==> src/design/ber_pkg.sv <==
// Purpose: shared constants and types of the bit error rate test engine
// Assumes: 32-bit classic Wishbone register bus, one clock
// Notes: 8-bit registers sit in the low byte of a word, upper bits read zero
package ber_pkg;
  localparam int ADDR_W = 12;
  localparam logic [ADDR_W-1:0] OFS_CONTROL_ONE = 12'h0e0;
  localparam logic [ADDR_W-1:0] OFS_INTERFACE_CONTROL = 12'h0e4;
  localparam logic [ADDR_W-1:0] OFS_STATUS = 12'h0e8;
  localparam logic [ADDR_W-1:0] OFS_EVENT_MASK = 12'h0ec;
  localparam logic [ADDR_W-1:0] OFS_INFO = 12'h0f0;
  localparam logic [ADDR_W-1:0] OFS_REP_PATTERN = 12'h0f4;
  localparam logic [ADDR_W-1:0] OFS_REP_LENGTH = 12'h0f8;
  localparam logic [ADDR_W-1:0] OFS_ALT_WORDS = 12'h0fc;
  localparam logic [ADDR_W-1:0] OFS_ALT_COUNT = 12'h100;
  localparam logic [ADDR_W-1:0] OFS_BIT_COUNT_HOLD = 12'h104;
  localparam logic [ADDR_W-1:0] OFS_ERROR_COUNT_HOLD = 12'h108;
  localparam logic [ADDR_W-1:0] OFS_TX_SLOT_SELECT = 12'h10c;
  localparam logic [ADDR_W-1:0] OFS_RX_SLOT_SELECT = 12'h110;
  // Control one fields
  localparam int CTL_FORCE_RESYNCHRONIZE = 0;
  localparam int CTL_LOAD_COUNTS = 1;
  localparam int CTL_PS_LO = 2;
  localparam int CTL_PS_HI = 4;
  localparam int CTL_RX_INV = 5;
  localparam int CTL_TX_INV = 6;
  localparam int CTL_GEN_LOAD = 7;
  // Interface control fields
  localparam int IFC_DIR = 1;
  localparam int IFC_RX_FBIT = 2;
  localparam int IFC_TX_FBIT = 3;
  // Status bits, and event mask bits
  localparam int ST_SYNC_CHG = 0;
  localparam int ST_BIT_ERR = 1;
  localparam int ST_BIT_OVF = 2;
  localparam int ST_ERR_OVF = 3;
  localparam int MSK_SYNC = 0;
  localparam int MSK_ERR = 1;
  localparam int MSK_OVF = 2;
  localparam logic [7:0] RESET_BYTE = 8'h00;
  localparam int SYNC_MATCH_COUNT = 32;
  localparam int LOS_ERROR_COUNT = 6;
  localparam int QRSS_ZERO_LIMIT = 14;
  localparam int OCTET_COUNT = 55;
  // Feedback taps, zero-based history positions
  localparam int TAP7_A = 6;
  localparam int TAP7_B = 5;
  localparam int TAP9_A = 8;
  localparam int TAP9_B = 4;
  localparam int TAP11_A = 10;
  localparam int TAP11_B = 8;
  localparam int TAP15_A = 14;
  localparam int TAP15_B = 13;
  localparam int TAP20_A = 19;
  localparam int TAP20_B = 16;
  typedef enum logic [2:0] {
    pat_prbs7, pat_prbs11, pat_prbs15, pat_qrss,
    pat_repeat, pat_alt_word, pat_octet55, pat_prbs9
  } pattern_t;
  typedef enum logic {chk_search, chk_sync} checker_state_t;
endpackage : ber_pkg

==> src/design/pattern_source.sv <==
// Purpose: pattern generator shared by the transmit source and receive checker
// Assumes: step marks one active bit; load restarts the pattern
// Notes: track shifts received bits into history so checkers self-align
`timescale 1ns/1ps
module pattern_source #(
  parameter logic [8*ber_pkg::OCTET_COUNT-1:0] OCTET_TABLE = {ber_pkg::OCTET_COUNT{8'h80}}
) (
  input logic clock,
  input logic rst_n,
  input ber_pkg::pattern_t mode,
  input logic step,
  input logic load,
  input logic track,
  input logic slip,
  input logic rx_bit,
  input logic [2:0] bit_pos,
  input logic [31:0] rep_pattern,
  input logic [4:0] rep_len_m1,
  input logic [31:0] alt_words,
  input logic [7:0] alt_count,
  output logic expected
);
  import ber_pkg::*;
  logic [31:0] hist_q;
  logic [3:0] zero_run_q;
  logic [3:0] bit_idx_q;
  logic [7:0] rep_q;
  logic word_sel_q;
  logic [5:0] octet_q;
  logic raw;
  logic [15:0] word;
  logic [7:0] octet_byte;

  assign word = word_sel_q ? alt_words[31:16] : alt_words[15:0];
  assign octet_byte = OCTET_TABLE[8*(OCTET_COUNT-1-int'(octet_q)) +: 8];

  always_comb begin
    unique case (mode)
      pat_prbs7: raw = hist_q[TAP7_A] ^ hist_q[TAP7_B];
      pat_prbs11: raw = hist_q[TAP11_A] ^ hist_q[TAP11_B];
      pat_prbs15: raw = hist_q[TAP15_A] ^ hist_q[TAP15_B];
      pat_qrss: raw = hist_q[TAP20_A] ^ hist_q[TAP20_B];
      pat_repeat: raw = hist_q[rep_len_m1];
      pat_alt_word: raw = word[4'hf - bit_idx_q];
      pat_octet55: raw = octet_byte[3'h7 - bit_pos];
      pat_prbs9: raw = hist_q[TAP9_A] ^ hist_q[TAP9_B];
    endcase
  end

  // Zero limiting only alters the output, the history keeps the raw sequence
  assign expected = raw | ((mode == pat_qrss) &&
                    (zero_run_q == 4'(QRSS_ZERO_LIMIT)));

  always_ff @(posedge clock or negedge rst_n) begin
    if (!rst_n) begin
      hist_q <= '1;
      zero_run_q <= 4'h0;
    end else if (load) begin
      hist_q <= (mode == pat_repeat) ? rep_pattern : '1;
      zero_run_q <= 4'h0;
    end else if (step) begin
      hist_q <= {hist_q[30:0], track ? rx_bit : raw};
      zero_run_q <= expected ? 4'h0 : zero_run_q + 4'h1;
    end
  end

  always_ff @(posedge clock or negedge rst_n) begin
    if (!rst_n) begin
      bit_idx_q <= 4'h0;
      rep_q <= 8'h00;
      word_sel_q <= 1'b0;
    end else if (load) begin
      bit_idx_q <= 4'h0;
      rep_q <= 8'h00;
      word_sel_q <= 1'b0;
    end else if (step && !slip) begin
      bit_idx_q <= bit_idx_q + 4'h1;
      if (bit_idx_q == 4'hf) begin
        if (rep_q == alt_count) begin
          rep_q <= 8'h00;
          word_sel_q <= ~word_sel_q;
        end else begin
          rep_q <= rep_q + 8'h01;
        end
      end
    end
  end

  // Octets follow the slot bit position, so they stay byte aligned
  always_ff @(posedge clock or negedge rst_n) begin
    if (!rst_n) begin
      octet_q <= 6'h00;
    end else if (load) begin
      octet_q <= 6'h00;
    end else if (step && (slip || bit_pos == 3'h7)) begin
      octet_q <= (octet_q == 6'(OCTET_COUNT - 1)) ? 6'h00 : octet_q + 6'h01;
    end
  end
endmodule : pattern_source

==> src/design/bit_error_rate_tester.sv <==
// Purpose: bit error rate test engine with Wishbone registers
// Assumes: framer streams run on clock; bit_en marks one bit of a stream
// Notes: stream outputs are one cycle behind their inputs
//
// Decided for this implementation: the Wishbone register port.
`timescale 1ns/1ps
// Behaviour
// - Generate and check 2^7, 2^11, 2^15 sequences and the quasi-random source.
// - User repetitive pattern of one to thirty-two bits.
// - Two 16-bit words alternate after one to 256 repetitions.
// - Checker keeps a 32-bit bit counter and a 24-bit error counter.
// - Report sync change, bit error and counter overflow events.
// - Sync change and bit error events mask separately; both overflow events share mask bit 2.
// - Interface control bit 1 attaches engine to network or backplane side.
// - Per-slot transmit and receive selects choose the slots carrying the pattern.
// - In T1 mode framing-bit use bits add the framing position.
// - Rising control bit 0 forces resynchronization; host clears it between uses.
// - Rising control bit 1 copies counts to hold registers and clears them.
// - Pattern field bits 2-4 select one of eight patterns.
// - Quasi-random is 2^20-1 with at most fourteen zeros in a row.
// - 55-octet pattern repeats byte aligned in active slots.
// - Pattern code 7 gives a 2^9-1 sequence.
// - Bits 5 and 6 invert received and transmitted test data.
// - Rising control bit 7 loads the generator; host clears it between loads.
// - Checker reports sync after 32 consecutive matching bits.
// - Error overflow flag latches, clears on read, sets only on new overflow.
module bit_error_rate_tester #(
  parameter int unsigned BIT_COUNT_W = 32,
  parameter int unsigned ERR_COUNT_W = 24,
  parameter logic [8*ber_pkg::OCTET_COUNT-1:0] OCTET_TABLE = {ber_pkg::OCTET_COUNT{8'h80}}
) (
  input logic clock,
  input logic nrst,
  input logic wb_cyc_i,
  input logic wb_stb_i,
  input logic wb_we_i,
  input logic [ber_pkg::ADDR_W-1:0] wb_adr_i,
  input logic [3:0] wb_sel_i,
  input logic [31:0] wb_dat_i,
  output logic [31:0] wb_dat_o,
  output logic wb_ack_o,
  input logic t1_mode,
  input logic tx_bit_en,
  input logic [4:0] tx_slot,
  input logic tx_fbit,
  input logic [2:0] tx_bit_pos,
  input logic tx_data_in,
  output logic tx_data_out,
  input logic rx_bit_en,
  input logic [4:0] rx_slot,
  input logic rx_fbit,
  input logic [2:0] rx_bit_pos,
  input logic rx_data_in,
  output logic rx_data_out,
  output logic event_alert
);
  import ber_pkg::*;

  logic rst_meta_q, rst_n;
  logic ack_q;
  logic [31:0] rdata_q, rdata_d;
  logic [7:0] ctl_q, ctl_prev_q, ifc_q, mask_q;
  logic [3:0] status_q, ev;
  logic [31:0] rep_pat_q, alt_words_q, tx_sel_q, rx_sel_q;
  logic [4:0] rep_len_q;
  logic [7:0] alt_count_q;
  logic [BIT_COUNT_W-1:0] bit_cnt_q, bit_hold_q;
  logic [ERR_COUNT_W-1:0] err_cnt_q, err_hold_q;
  logic req, wr, rd, status_rd;
  logic force_resynchronize_p, load_counts_p, gen_load_p;
  logic dir_bp, tx_act, rx_act;
  logic gen_step, chk_step, chk_bit, gen_exp, chk_exp, mism;
  logic [2:0] gen_pos, chk_pos;
  pattern_t pat;
  checker_state_t chk_state_q;
  logic in_sync, sync_prev_q, self_sync, chk_track, chk_slip, counting;
  logic [5:0] match_q;
  logic [2:0] los_q;
  logic bit_ovf, err_ovf;
  logic tx_out_q, rx_out_q, alert_q;

  // Reset enters asynchronously, is released through two flops
  always_ff @(posedge clock or negedge nrst) begin
    if (!nrst) begin
      rst_meta_q <= 1'b0;
      rst_n <= 1'b0;
    end else begin
      rst_meta_q <= 1'b1;
      rst_n <= rst_meta_q;
    end
  end

  function automatic logic [31:0] lanes(input logic [31:0] old, input logic [31:0] nw,
                                        input logic [3:0] sel);
    logic [31:0] r;
    r = old;
    for (int i = 0; i < 4; i++) begin
      if (sel[i]) begin
        r[8*i +: 8] = nw[8*i +: 8];
      end
    end
    return r;
  endfunction : lanes

  assign req = wb_cyc_i & wb_stb_i & ~ack_q;
  assign wr = req & wb_we_i;
  assign rd = req & ~wb_we_i;
  assign status_rd = rd && (wb_adr_i == OFS_STATUS);

  // One wait state; unmapped addresses still ack and read zero
  always_ff @(posedge clock or negedge rst_n) begin
    if (!rst_n) begin
      ack_q <= 1'b0;
      rdata_q <= 32'h0000_0000;
    end else begin
      ack_q <= req;
      if (rd) begin
        rdata_q <= rdata_d;
      end
    end
  end

  always_comb begin
    rdata_d = 32'h0000_0000;
    unique case (wb_adr_i)
      OFS_CONTROL_ONE: rdata_d[7:0] = ctl_q;
      OFS_INTERFACE_CONTROL: rdata_d[7:0] = ifc_q;
      OFS_STATUS: rdata_d[3:0] = status_q;
      OFS_EVENT_MASK: rdata_d[7:0] = mask_q;
      OFS_INFO: rdata_d[1:0] = {~in_sync, in_sync};
      OFS_REP_PATTERN: rdata_d = rep_pat_q;
      OFS_REP_LENGTH: rdata_d[4:0] = rep_len_q;
      OFS_ALT_WORDS: rdata_d = alt_words_q;
      OFS_ALT_COUNT: rdata_d[7:0] = alt_count_q;
      OFS_BIT_COUNT_HOLD: rdata_d[BIT_COUNT_W-1:0] = bit_hold_q;
      OFS_ERROR_COUNT_HOLD: rdata_d[ERR_COUNT_W-1:0] = err_hold_q;
      OFS_TX_SLOT_SELECT: rdata_d = tx_sel_q;
      OFS_RX_SLOT_SELECT: rdata_d = rx_sel_q;
      default: rdata_d = 32'h0000_0000;
    endcase
  end

  always_ff @(posedge clock or negedge rst_n) begin
    if (!rst_n) begin
      ctl_q <= RESET_BYTE;
      ifc_q <= RESET_BYTE;
      mask_q <= RESET_BYTE;
      rep_len_q <= 5'h00;
      alt_count_q <= RESET_BYTE;
      rep_pat_q <= 32'h0000_0000;
      alt_words_q <= 32'h0000_0000;
      tx_sel_q <= 32'h0000_0000;
      rx_sel_q <= 32'h0000_0000;
    end else if (wr) begin
      unique case (wb_adr_i)
        OFS_CONTROL_ONE: if (wb_sel_i[0]) ctl_q <= wb_dat_i[7:0];
        OFS_INTERFACE_CONTROL: if (wb_sel_i[0]) ifc_q <= wb_dat_i[7:0];
        OFS_EVENT_MASK: if (wb_sel_i[0]) mask_q <= wb_dat_i[7:0];
        OFS_REP_LENGTH: if (wb_sel_i[0]) rep_len_q <= wb_dat_i[4:0];
        OFS_ALT_COUNT: if (wb_sel_i[0]) alt_count_q <= wb_dat_i[7:0];
        OFS_REP_PATTERN: rep_pat_q <= lanes(rep_pat_q, wb_dat_i, wb_sel_i);
        OFS_ALT_WORDS: alt_words_q <= lanes(alt_words_q, wb_dat_i, wb_sel_i);
        OFS_TX_SLOT_SELECT: tx_sel_q <= lanes(tx_sel_q, wb_dat_i, wb_sel_i);
        OFS_RX_SLOT_SELECT: rx_sel_q <= lanes(rx_sel_q, wb_dat_i, wb_sel_i);
        default: ;
      endcase
    end
  end

  // Previous value of the trigger bits gives one-cycle action pulses
  always_ff @(posedge clock or negedge rst_n) begin
    if (!rst_n) begin
      ctl_prev_q <= RESET_BYTE;
    end else begin
      ctl_prev_q <= ctl_q;
    end
  end
  assign force_resynchronize_p = ctl_q[CTL_FORCE_RESYNCHRONIZE] & ~ctl_prev_q[CTL_FORCE_RESYNCHRONIZE];
  assign load_counts_p = ctl_q[CTL_LOAD_COUNTS] & ~ctl_prev_q[CTL_LOAD_COUNTS];
  assign gen_load_p = ctl_q[CTL_GEN_LOAD] & ~ctl_prev_q[CTL_GEN_LOAD];
  assign pat = pattern_t'(ctl_q[CTL_PS_HI:CTL_PS_LO]);

  // Slot or framing-bit selection per stream; framing slot ignores the slot index
  assign tx_act = tx_bit_en & (tx_fbit ? (t1_mode & ifc_q[IFC_TX_FBIT])
                                       : tx_sel_q[tx_slot]);
  assign rx_act = rx_bit_en & (rx_fbit ? (t1_mode & ifc_q[IFC_RX_FBIT])
                                       : rx_sel_q[rx_slot]);
  // Network side: send on transmit, check receive; backplane side swaps them
  assign dir_bp = ifc_q[IFC_DIR];
  assign gen_step = dir_bp ? rx_act : tx_act;
  assign gen_pos = dir_bp ? rx_bit_pos : tx_bit_pos;
  assign chk_step = dir_bp ? tx_act : rx_act;
  assign chk_pos = dir_bp ? tx_bit_pos : rx_bit_pos;
  assign chk_bit = (dir_bp ? tx_data_in : rx_data_in) ^ ctl_q[CTL_RX_INV];

  pattern_source #(.OCTET_TABLE(OCTET_TABLE)) u_gen (
    .clock(clock), .rst_n(rst_n), .mode(pat), .step(gen_step), .load(gen_load_p),
    .track(1'b0), .slip(1'b0), .rx_bit(1'b0), .bit_pos(gen_pos),
    .rep_pattern(rep_pat_q), .rep_len_m1(rep_len_q), .alt_words(alt_words_q),
    .alt_count(alt_count_q), .expected(gen_exp)
  );

  // Sequences and repeats align by shifting in received bits; others slip
  assign self_sync = (pat != pat_alt_word) && (pat != pat_octet55);
  assign chk_track = !in_sync && self_sync;
  assign chk_slip = !in_sync && !self_sync && mism;

  pattern_source #(.OCTET_TABLE(OCTET_TABLE)) u_chk (
    .clock(clock), .rst_n(rst_n), .mode(pat), .step(chk_step), .load(force_resynchronize_p),
    .track(chk_track), .slip(chk_slip), .rx_bit(chk_bit), .bit_pos(chk_pos),
    .rep_pattern(rep_pat_q), .rep_len_m1(rep_len_q), .alt_words(alt_words_q),
    .alt_count(alt_count_q), .expected(chk_exp)
  );
  assign mism = chk_bit ^ chk_exp;
  assign in_sync = (chk_state_q == chk_sync);

  always_ff @(posedge clock or negedge rst_n) begin
    if (!rst_n) begin
      chk_state_q <= chk_search;
      match_q <= 6'h00;
      los_q <= 3'h0;
    end else if (force_resynchronize_p) begin
      chk_state_q <= chk_search;
      match_q <= 6'h00;
      los_q <= 3'h0;
    end else if (chk_step) begin
      unique case (chk_state_q)
        chk_search: begin
          if (mism) begin
            match_q <= 6'h00;
          end else if (match_q == 6'(SYNC_MATCH_COUNT - 1)) begin
            chk_state_q <= chk_sync;
            match_q <= 6'h00;
            los_q <= 3'h0;
          end else begin
            match_q <= match_q + 6'h01;
          end
        end
        chk_sync: begin
          // Sync is dropped only after repeated errors without a clean run
          if (mism) begin
            match_q <= 6'h00;
            if (los_q == 3'(LOS_ERROR_COUNT - 1)) begin
              chk_state_q <= chk_search;
            end else begin
              los_q <= los_q + 3'h1;
            end
          end else if (match_q == 6'(SYNC_MATCH_COUNT - 1)) begin
            match_q <= 6'h00;
            los_q <= 3'h0;
          end else begin
            match_q <= match_q + 6'h01;
          end
        end
      endcase
    end
  end

  assign counting = in_sync && chk_step;
  assign bit_ovf = counting && (&bit_cnt_q);
  assign err_ovf = counting && mism && (&err_cnt_q);

  // Load wins over counting; the bit seen in that cycle is dropped
  always_ff @(posedge clock or negedge rst_n) begin
    if (!rst_n) begin
      bit_cnt_q <= '0;
      err_cnt_q <= '0;
      bit_hold_q <= '0;
      err_hold_q <= '0;
    end else if (load_counts_p) begin
      bit_hold_q <= bit_cnt_q;
      err_hold_q <= err_cnt_q;
      bit_cnt_q <= '0;
      err_cnt_q <= '0;
    end else if (counting) begin
      bit_cnt_q <= bit_cnt_q + 1'b1;
      if (mism) begin
        err_cnt_q <= err_cnt_q + 1'b1;
      end
    end
  end

  assign ev[ST_SYNC_CHG] = in_sync ^ sync_prev_q;
  assign ev[ST_BIT_ERR] = counting && mism;
  assign ev[ST_BIT_OVF] = bit_ovf;
  assign ev[ST_ERR_OVF] = err_ovf;

  // Read clears the flags, but an event in the same cycle survives
  always_ff @(posedge clock or negedge rst_n) begin
    if (!rst_n) begin
      sync_prev_q <= 1'b0;
      status_q <= 4'h0;
      alert_q <= 1'b0;
    end else begin
      sync_prev_q <= in_sync;
      status_q <= (status_q & {4{~status_rd}}) | ev;
      alert_q <= (status_q[ST_SYNC_CHG] & mask_q[MSK_SYNC]) |
                 (status_q[ST_BIT_ERR] & mask_q[MSK_ERR]) |
                 ((status_q[ST_BIT_OVF] | status_q[ST_ERR_OVF]) & mask_q[MSK_OVF]);
    end
  end

  // Unselected bits pass through untouched
  always_ff @(posedge clock or negedge rst_n) begin
    if (!rst_n) begin
      tx_out_q <= 1'b0;
      rx_out_q <= 1'b0;
    end else begin
      if (tx_bit_en) begin
        tx_out_q <= (!dir_bp && tx_act) ? gen_exp ^ ctl_q[CTL_TX_INV] : tx_data_in;
      end
      if (rx_bit_en) begin
        rx_out_q <= (dir_bp && rx_act) ? gen_exp ^ ctl_q[CTL_TX_INV] : rx_data_in;
      end
    end
  end

  assign wb_ack_o = ack_q;
  assign wb_dat_o = rdata_q;
  assign tx_data_out = tx_out_q;
  assign rx_data_out = rx_out_q;
  assign event_alert = alert_q;

  property p_force_resynchronize;
    @(posedge clock) disable iff (!rst_n)
    force_resynchronize_p |=> !in_sync && match_q == 6'h00;
  endproperty
  a_force_resynchronize: assert property (p_force_resynchronize) else $error("force_resynchronize did not restart search");

  property p_load_counts;
    @(posedge clock) disable iff (!rst_n)
    load_counts_p |=> bit_cnt_q == '0 && bit_hold_q == $past(bit_cnt_q);
  endproperty
  a_load_counts: assert property (p_load_counts) else $error("count load wrong");

  property p_err_count;
    @(posedge clock) disable iff (!rst_n)
    counting && mism && !load_counts_p && !(&err_cnt_q) |=> err_cnt_q == $past(err_cnt_q) + 1'b1;
  endproperty
  a_err_count: assert property (p_err_count) else $error("error not counted");

  property p_err_event;
    @(posedge clock) disable iff (!rst_n)
    counting && mism |=> status_q[ST_BIT_ERR] ##1 (status_q[ST_BIT_ERR] || $past(status_rd));
  endproperty
  a_err_event: assert property (p_err_event) else $error("bit error flag missing");

  property p_err_ovf;
    @(posedge clock) disable iff (!rst_n)
    err_ovf && !load_counts_p |=> status_q[ST_ERR_OVF] && err_cnt_q == '0;
  endproperty
  a_err_ovf: assert property (p_err_ovf) else $error("overflow flag missing");

  property p_masked;
    @(posedge clock) disable iff (!rst_n)
    mask_q[2:0] == 3'h0 |=> !alert_q;
  endproperty
  a_masked: assert property (p_masked) else $error("alert while all masked");

  property p_sync_run;
    @(posedge clock) disable iff (!rst_n)
    $rose(in_sync) |-> $past(chk_step && !mism && match_q == 6'(SYNC_MATCH_COUNT - 1));
  endproperty
  a_sync_run: assert property (p_sync_run) else $error("sync without full match run");

  property p_pass;
    @(posedge clock) disable iff (!rst_n)
    tx_bit_en && (dir_bp || !tx_act) |=> tx_data_out == $past(tx_data_in);
  endproperty
  a_pass: assert property (p_pass) else $error("unselected bit altered");

  property p_idle_hold;
    @(posedge clock) disable iff (!rst_n)
    !chk_step && !load_counts_p |=> $stable(bit_cnt_q) && $stable(err_cnt_q);
  endproperty
  a_idle_hold: assert property (p_idle_hold) else $error("counter moved while idle");
endmodule : bit_error_rate_tester

==> config.mk <==
export PLATFORM = sky130hd
export DESIGN_NAME = bit_error_rate_tester
export DESIGN_NICKNAME = d
export VERILOG_FILES = /design/src/design/ber_pkg.sv /design/src/design/pattern_source.sv /design/src/design/bit_error_rate_tester.sv
export SDC_FILE = /design/constraint.sdc
export NUM_CORES = 1
export LEC_CHECK = 0
export BUFFER_PORTS_ARGS = -buffer_cell sky130_fd_sc_hd__buf_4
export CAP_MARGIN = 30
export CORE_MARGIN = 2
export CORE_UTILIZATION = 50
export DETAILED_ROUTE_END_ITERATION = 16
export PLACE_DENSITY = 0.67
export SYNTH_ARGS = -nofsm -noshare
export SYNTH_HDL_FRONTEND = slang
export SYNTH_SLANG_ARGS = --single-unit
==> constraint.sdc <==
create_clock -name clock -period 24.3 [get_ports clock]
set_clock_uncertainty 0.2 [all_clocks]
set_input_delay 4.86 -clock clock [delete_from_list [all_inputs] [get_ports clock]]
set_output_delay 4.86 -clock clock [all_outputs]
set_load 0.05 [all_outputs]
# Word level (Yosys, flattened, before mapping)
# Cells that the tools add are included.
# word_totals
output_inout_bits	36
inputBits	76
memories	0
latch_bits	0
ff_bits	448
ramBits	0
rom_bits	0
elab_cells	315
# op_classes
n_mux	96
magnitude_cmp	7
mul	0
bitwise_logic	44
shift	2
n_eq_ne	36
add_sub_neg	18
n_reduce_logical	62
div_mod_pow	0
# op_table
op	count
$shiftx 440x32->8 const A	2
$mux 32	7
$eq 12x8->1 const B	8
$pmux 16 s6	1
$mux 24	3
$reduce_and 3->1	24
$mux 8	8
$eq 12x9->1 const B	5
$mux 6	10
$mux 4	10
$pmux 8 s5	1
$add 32x1->32 const B	1
$mux 16	2
$reduce_and 32->1	1
$mux 1	30
$pmux 3 s10	1
$pmux 2 s13	1
$add 24x1->24 const B	1
$mux 3	8
$pmux 2 s12	1
$reduce_and 24->1	1
$reduce_bool 2->1	11
$eq 3x3->1 const B	7
$bmux 1 s5	4
other kinds (35)	117

# Logic depth before layout (Yosys ltp)
# logic_depth
word_depth	12
ltp_mapped	13
depth_no_buf	11

# Hierarchy
# From an unflattened synthesis, not the netlist that was laid out.
# hier_totals
hier_cells	2086
area_unflattened_um2	23754.0
# modules_own_cells
mod	cells_per_inst	instances	seq_area_each_um2	area_per_inst_um2
bit_error_rate_tester	1372	1	8333.0	16293.1
pattern_source (u_gen)	391	1	1416.4	3831.2
pattern_source (u_chk)	323	1	1416.4	3629.7

# Least setup slack after synthesis
# No wires, ideal clock.
# synth_timing
path_kind	input to register
from	input wb_adr_i[5] (netlist bit)
to	register tx_sel_q[0]
path_slack_ns	16.671
n_path_buf	1
required_time_ns	23.975
t_arrival_ns	7.304
cell_stages	7
setup_ns	0.125
cell_sequence	or4b_2 -> nor4_1 -> nand2_1 -> or2_2 -> clkbuf_1 -> nor2_1 -> mux2_2
# synth_between
elab_chain_len	2
# synth_rtl
element	line_no	source
from (decl)	bit_error_rate_tester.sv:37	input logic [ber_pkg::ADDR_W-1:0] wb_adr_i,
$eq 12x9->1	bit_error_rate_tester.sv:155	unique case (wb_adr_i)
$reduce_and 3->1 (no line)	-	
to (signal assigned)	bit_error_rate_tester.sv:163	OFS_TX_SLOT_SELECT: tx_sel_q <= lanes(tx_sel_q, wb_dat_i, wb_sel_i);
to (decl)	bit_error_rate_tester.sv:64	logic [31:0] rep_pat_q, alt_words_q, tx_sel_q, rx_sel_q;
# Every way passes these cells.
# A chain may end at the register's enable or synchronous reset.

# Final worst setup path
# layout_timing
from	input wb_adr_i[5] (netlist bit)
to	register tx_sel_q[9]
# Same word-level chain as after synthesis.

==> run summary <==
The kind of launch point of the worst setup path is an input pin. The die width is 215.9 um. The top fanout value on the critical path came out at 8. The routed layout has 17950 vias. The DRC violations left came out at 0. The worst register-to-register path has a setup slack of 19.79 ns. Setup violations remaining at the end of the flow were counted as 0. The minimum clock period after layout is 7.647 ns. The number of diodes is 0. Data on the critical path arrives at its endpoint at 7.94 ns. The maximum buffer depth of the clock tree is 3. The main flop type after synthesis is sky130_fd_sc_hd__dfrtp_1.

The required time reported for the critical path endpoint is 24.59 ns. CTS saw 443 sinks. The number of enable flip-flop cells after synthesis is 0. The largest individual stage delay along the critical path comes from the cell sky130_fd_sc_hd__or4b_2.

The critical path crosses 7 cells after its start point. The startpoint-to-endpoint class of the critical path is in -> reg. After the last flow step, the layout net total stands at 2337. In the final routed layout, each cell accounts on average for 23.93 um. The combined global-route utilization of all metal layers is 29.56%. The post-route antenna net violation count came out at 0. The worst setup path is captured at a flip-flop.

The kind of cell with the highest combined delay along the critical path is simple AND/OR/NAND/NOR gates. TritonCTS built the clock tree. The cell count after synthesis came out at 2182. The number of instances resized during post-cts repair came out at 0. The max-cap violation count is 0.

The total negative setup slack came out at 0 ns. In this design, the stage delay of the slowest critical-path cell is 0.65 ns. The synthesized area is 22440 um^2.

The worst slew margin relative to its limit came out at 35.85%. The number of vias per cell after detailed routing came out at 6.244. The pre-CTS setup slack is 16.08 ns. At the end of routability-driven placement, the weighted congestion stood at 0.9886.

The number of fill cells in the layout came out at 3775. The tree is rooted in a sky130_fd_sc_hd__clkbuf_16. The number of DRC violations after detailed-routing iteration 0 came out at 1709. Detailed placement finished with a half-perimeter wire length of 49.61 mm. The signal on the critical path passes through buf_4 > or4b_2 > nor4_1 > nand2_1 > or2_2 > nor2_1 > mux2_2. The number of global-route vias before repair is 17590. The run finished with clean final reports. During placement, the flow inserted port buffers numbering 111. The number of synthesized register bits is 443. In this run the power density over the cells is 77.93 nW/um^2. The share of final-layout standard cells stronger than drive strength 1 came out at 22.73%. The share of the clock period used by the worst path came out at 31.47%. During synthesis, Yosys emitted a total of 0 warnings. The placement row count is 77. The post-synthesis area per instance came out at 10.29 um^2.

The proportion of netlist area held by the largest area contributor is 42.26%. The number of max-slew violations in the final report came to 0. The sum of routed wire length over all layers is 68.79 mm. The standby leakage power is 11.31 nW. By area the synthesized netlist is led by sky130_fd_sc_hd__dfrtp_1, sky130_fd_sc_hd__mux2_2, sky130_fd_sc_hd__dfstp_2. The first-pass GRT wire length came out at 105.6 mm. The post-CTS setup repair buffer count is 0.

The worst ir drop on vdd came out at 59.98 uV. For this run the aggregate overflow at the end of global routing stands at 0. Compared with the post-synthesis result, the final layout area differs by 13.08%. The die covers 46600 um^2.

Setup repair after global routing left no endpoint under its margin. The deepest level of the CTS H-tree is 2. The distinct cell type count after synthesis is 72. In this run the worst hold path is classified as reg -> async. Pin placement for this block handled 112 I/O pins.

Clock-pin slew was measured on the worst setup and hold paths at 0.06 ns. Entering global routing, the biggest net connects 162 pins. The hold violation total from the final report is 0.

The area of the placeable core came out at 44220 um^2. The number of buffers added by the clock tree synthesis step is 49. The insertion delay of the later-clocked pin in the worst-skew pair is 0.61 ns. For this run, asynchronously set or reset flops after synthesis account for 100.0%.

In this run, post-CTS hold repair placed 0 buffers. The largest total area in the synthesized netlist belongs to sky130_fd_sc_hd__dfrtp_1. Across all setup checks in the final design, the least slack found is 16.65 ns. The maximum clock frequency came out at 130.8 MHz. The depth of the worst register-to-register path is 10.

For the pin with the worst max-slew slack, the measured transition is 0.9549 ns. The startpoint of the most critical register-to-register path is rep_len_q[0]. The share of the yosys chip area belonging to registers is 49.75%. The endpoint of the lowest-slack register-to-register path is u_chk.octet_q[3]. The initial core utilization came out at 50.75%. The iteration count of the initial detailed-routing pass came out at 5. The floorplan die height is 215.9 um. The number of nets in the synthesized netlist is 2275. The number of antenna violations at the first check in global routing came out at 2. Together, buffers and inverters on the worst path number 1.
layout by cell type (no fill, tap or decap), types with 9 or more instances in the layout:
cell type                     n
sky130_fd_sc_hd__nand2_1    395
sky130_fd_sc_hd__dfrtp_1    378
sky130_fd_sc_hd__mux2_2     171
sky130_fd_sc_hd__nor2_1     143
sky130_fd_sc_hd__buf_4      135
sky130_fd_sc_hd__a31oi_1     98
sky130_fd_sc_hd__nor3_1      75
sky130_fd_sc_hd__o21ai_0     74
sky130_fd_sc_hd__dfstp_2     64
sky130_fd_sc_hd__clkbuf_16   49
sky130_fd_sc_hd__a21oi_1     45
sky130_fd_sc_hd__nand3_1     40
sky130_fd_sc_hd__mux4_2      40
sky130_fd_sc_hd__xnor2_1     39
sky130_fd_sc_hd__mux2i_1     37
sky130_fd_sc_hd__a22oi_1     37
sky130_fd_sc_hd__a221oi_1    35
sky130_fd_sc_hd__nand4_1     34
sky130_fd_sc_hd__xor2_1      32
sky130_fd_sc_hd__and3_1      30
sky130_fd_sc_hd__a22o_1      28
sky130_fd_sc_hd__inv_1       25
sky130_fd_sc_hd__nand2b_1    22
sky130_fd_sc_hd__nor2b_1     17
sky130_fd_sc_hd__ha_1        17
sky130_fd_sc_hd__nand3b_1    16
sky130_fd_sc_hd__or3_1       15
sky130_fd_sc_hd__clkbuf_1    15
sky130_fd_sc_hd__clkbuf_8    12
sky130_fd_sc_hd__a21o_1       9
sky130_fd_sc_hd__and2_1       9
sky130_fd_sc_hd__a222oi_1     9
sky130_fd_sc_hd__clkinv_2     9
metal layers:
layer  vias up  routed length [um]  track usage, %
met5         -                  16               0
met4         2                2884           11.89
met3       154                4514           5.525
met2       694               32960           48.20
met1      9046               28420           39.07
li1       8056                   -               -
synthesized netlist by cell type, types with 6 or more instances:
cell type,n
sky130_fd_sc_hd__nor2b_1,18
sky130_fd_sc_hd__nand2b_1,25
sky130_fd_sc_hd__xnor2_1,39
sky130_fd_sc_hd__and3_1,30
sky130_fd_sc_hd__buf_1,14
sky130_fd_sc_hd__ha_1,17
sky130_fd_sc_hd__a222oi_1,9
sky130_fd_sc_hd__clkbuf_1,99
sky130_fd_sc_hd__buf_2,11
sky130_fd_sc_hd__nand3_1,40
sky130_fd_sc_hd__mux2i_1,37
sky130_fd_sc_hd__a22o_1,28
sky130_fd_sc_hd__and2_1,9
sky130_fd_sc_hd__a31oi_1,98
sky130_fd_sc_hd__dfrtp_1,379
sky130_fd_sc_hd__o21ai_0,74
sky130_fd_sc_hd__nor4_1,8
sky130_fd_sc_hd__o221ai_1,6
sky130_fd_sc_hd__inv_1,25
sky130_fd_sc_hd__nor2_1,147
sky130_fd_sc_hd__nor3_1,76
sky130_fd_sc_hd__mux4_2,40
sky130_fd_sc_hd__a21o_1,9
sky130_fd_sc_hd__nand2_1,396
sky130_fd_sc_hd__or2_2,8
sky130_fd_sc_hd__nand3b_1,16
sky130_fd_sc_hd__o31ai_1,7
sky130_fd_sc_hd__a221oi_1,35
sky130_fd_sc_hd__xor2_1,32
sky130_fd_sc_hd__or3_1,15
sky130_fd_sc_hd__nand4_1,34
sky130_fd_sc_hd__dfstp_2,64
sky130_fd_sc_hd__mux2_2,171
sky130_fd_sc_hd__a21oi_1,45
sky130_fd_sc_hd__a211oi_1,6
sky130_fd_sc_hd__a22oi_1,37
through the flow:
| stage | hold slack [ns] | cells | instance area, um^2 | utilization, % | total power [W] |
|---|---|---|---|---|---|
| after floorplan | 0.1312 | 2182 | 22440 | - | 0.001140 |
| after global placement | 0.1367 | 2783 | 23750 | 53.71 | 0.001240 |
| after detailed placement | 0.09193 | 2784 | 23780 | 53.78 | 0.001253 |
| after CTS | 0.09814 | 2874 | 25350 | 57.33 | 0.001986 |
| after global routing | 0.1136 | 2875 | 25380 | 57.39 | 0.002065 |
| final | 0.07458 | 2875 | 25380 | 57.39 | 0.001978 |
sequential cells by signal (all words and copies together) (netlist names), 32 cells and up:
register	count
alt_words_q	32
bit_cnt_q	32
bit_hold_q	32
rep_pat_q	32
rx_sel_q	32
tx_sel_q	32
u_chk.hist_q	32
u_gen.hist_q	32
wb_dat_o	32
report_power, final:
group,switching [W],leakage (nW),internal (W)
registers,0.0000965,5.69,0.000831
clock network,0.000313,0.780,0.000421
logic,0.000185,4.84,0.000132
kinds of logic (layout without fill, tap and decap cells):
family	Yosys count	after routing	share of synthesized area, %
and+or+nand+nor	844	844	17.10
DFF	443	443	49.75
AOI/OAI and AO/OA	405	405	12.50
muxes	248	248	14.24
buffers and inverters	153	254	2.670
xor gates and xnor gates	71	71	2.771
adders and majority gates	17	17	0.9477
other	1	1	0.01671
area by class of cell:
cell class	instances	area [um^2]	share of cell area, %
flip-flops and latches	443	11170	44.01
multi-input cells	1586	10710	42.20
clock buffers	76	1448	5.704
repair buffers	138	1089	4.289
well taps	592	740.7	2.918
clock inverters	14	125.1	0.4930
inverters	26	97.59	0.3845
how the worst max path moves through the flow:
stage	endpoint	start
floorplan	alt_count_q[0]	rst_n
global placement	tx_sel_q[13]	wb_adr_i[5]
detailed placement	tx_sel_q[8]	wb_adr_i[5]
CTS	tx_sel_q[8]	wb_adr_i[5]
global route	tx_sel_q[5]	wb_adr_i[5]
finish	tx_sel_q[9]	wb_adr_i[5]
worst register-to-register path: stages (launching register included):
cell                       delay, ns
sky130_fd_sc_hd__dfrtp_1        0.44
sky130_fd_sc_hd__buf_4          0.35
sky130_fd_sc_hd__mux4_2         0.57
sky130_fd_sc_hd__mux2_2         0.29
sky130_fd_sc_hd__o311ai_2       0.25
sky130_fd_sc_hd__a211oi_1       0.15
sky130_fd_sc_hd__a211oi_4       0.36
sky130_fd_sc_hd__mux2i_1        0.61
sky130_fd_sc_hd__o21ai_0        0.50
sky130_fd_sc_hd__or4_1          0.59
sky130_fd_sc_hd__a21oi_1        0.15
Note: power is estimated with default switching activity, not from simulation.
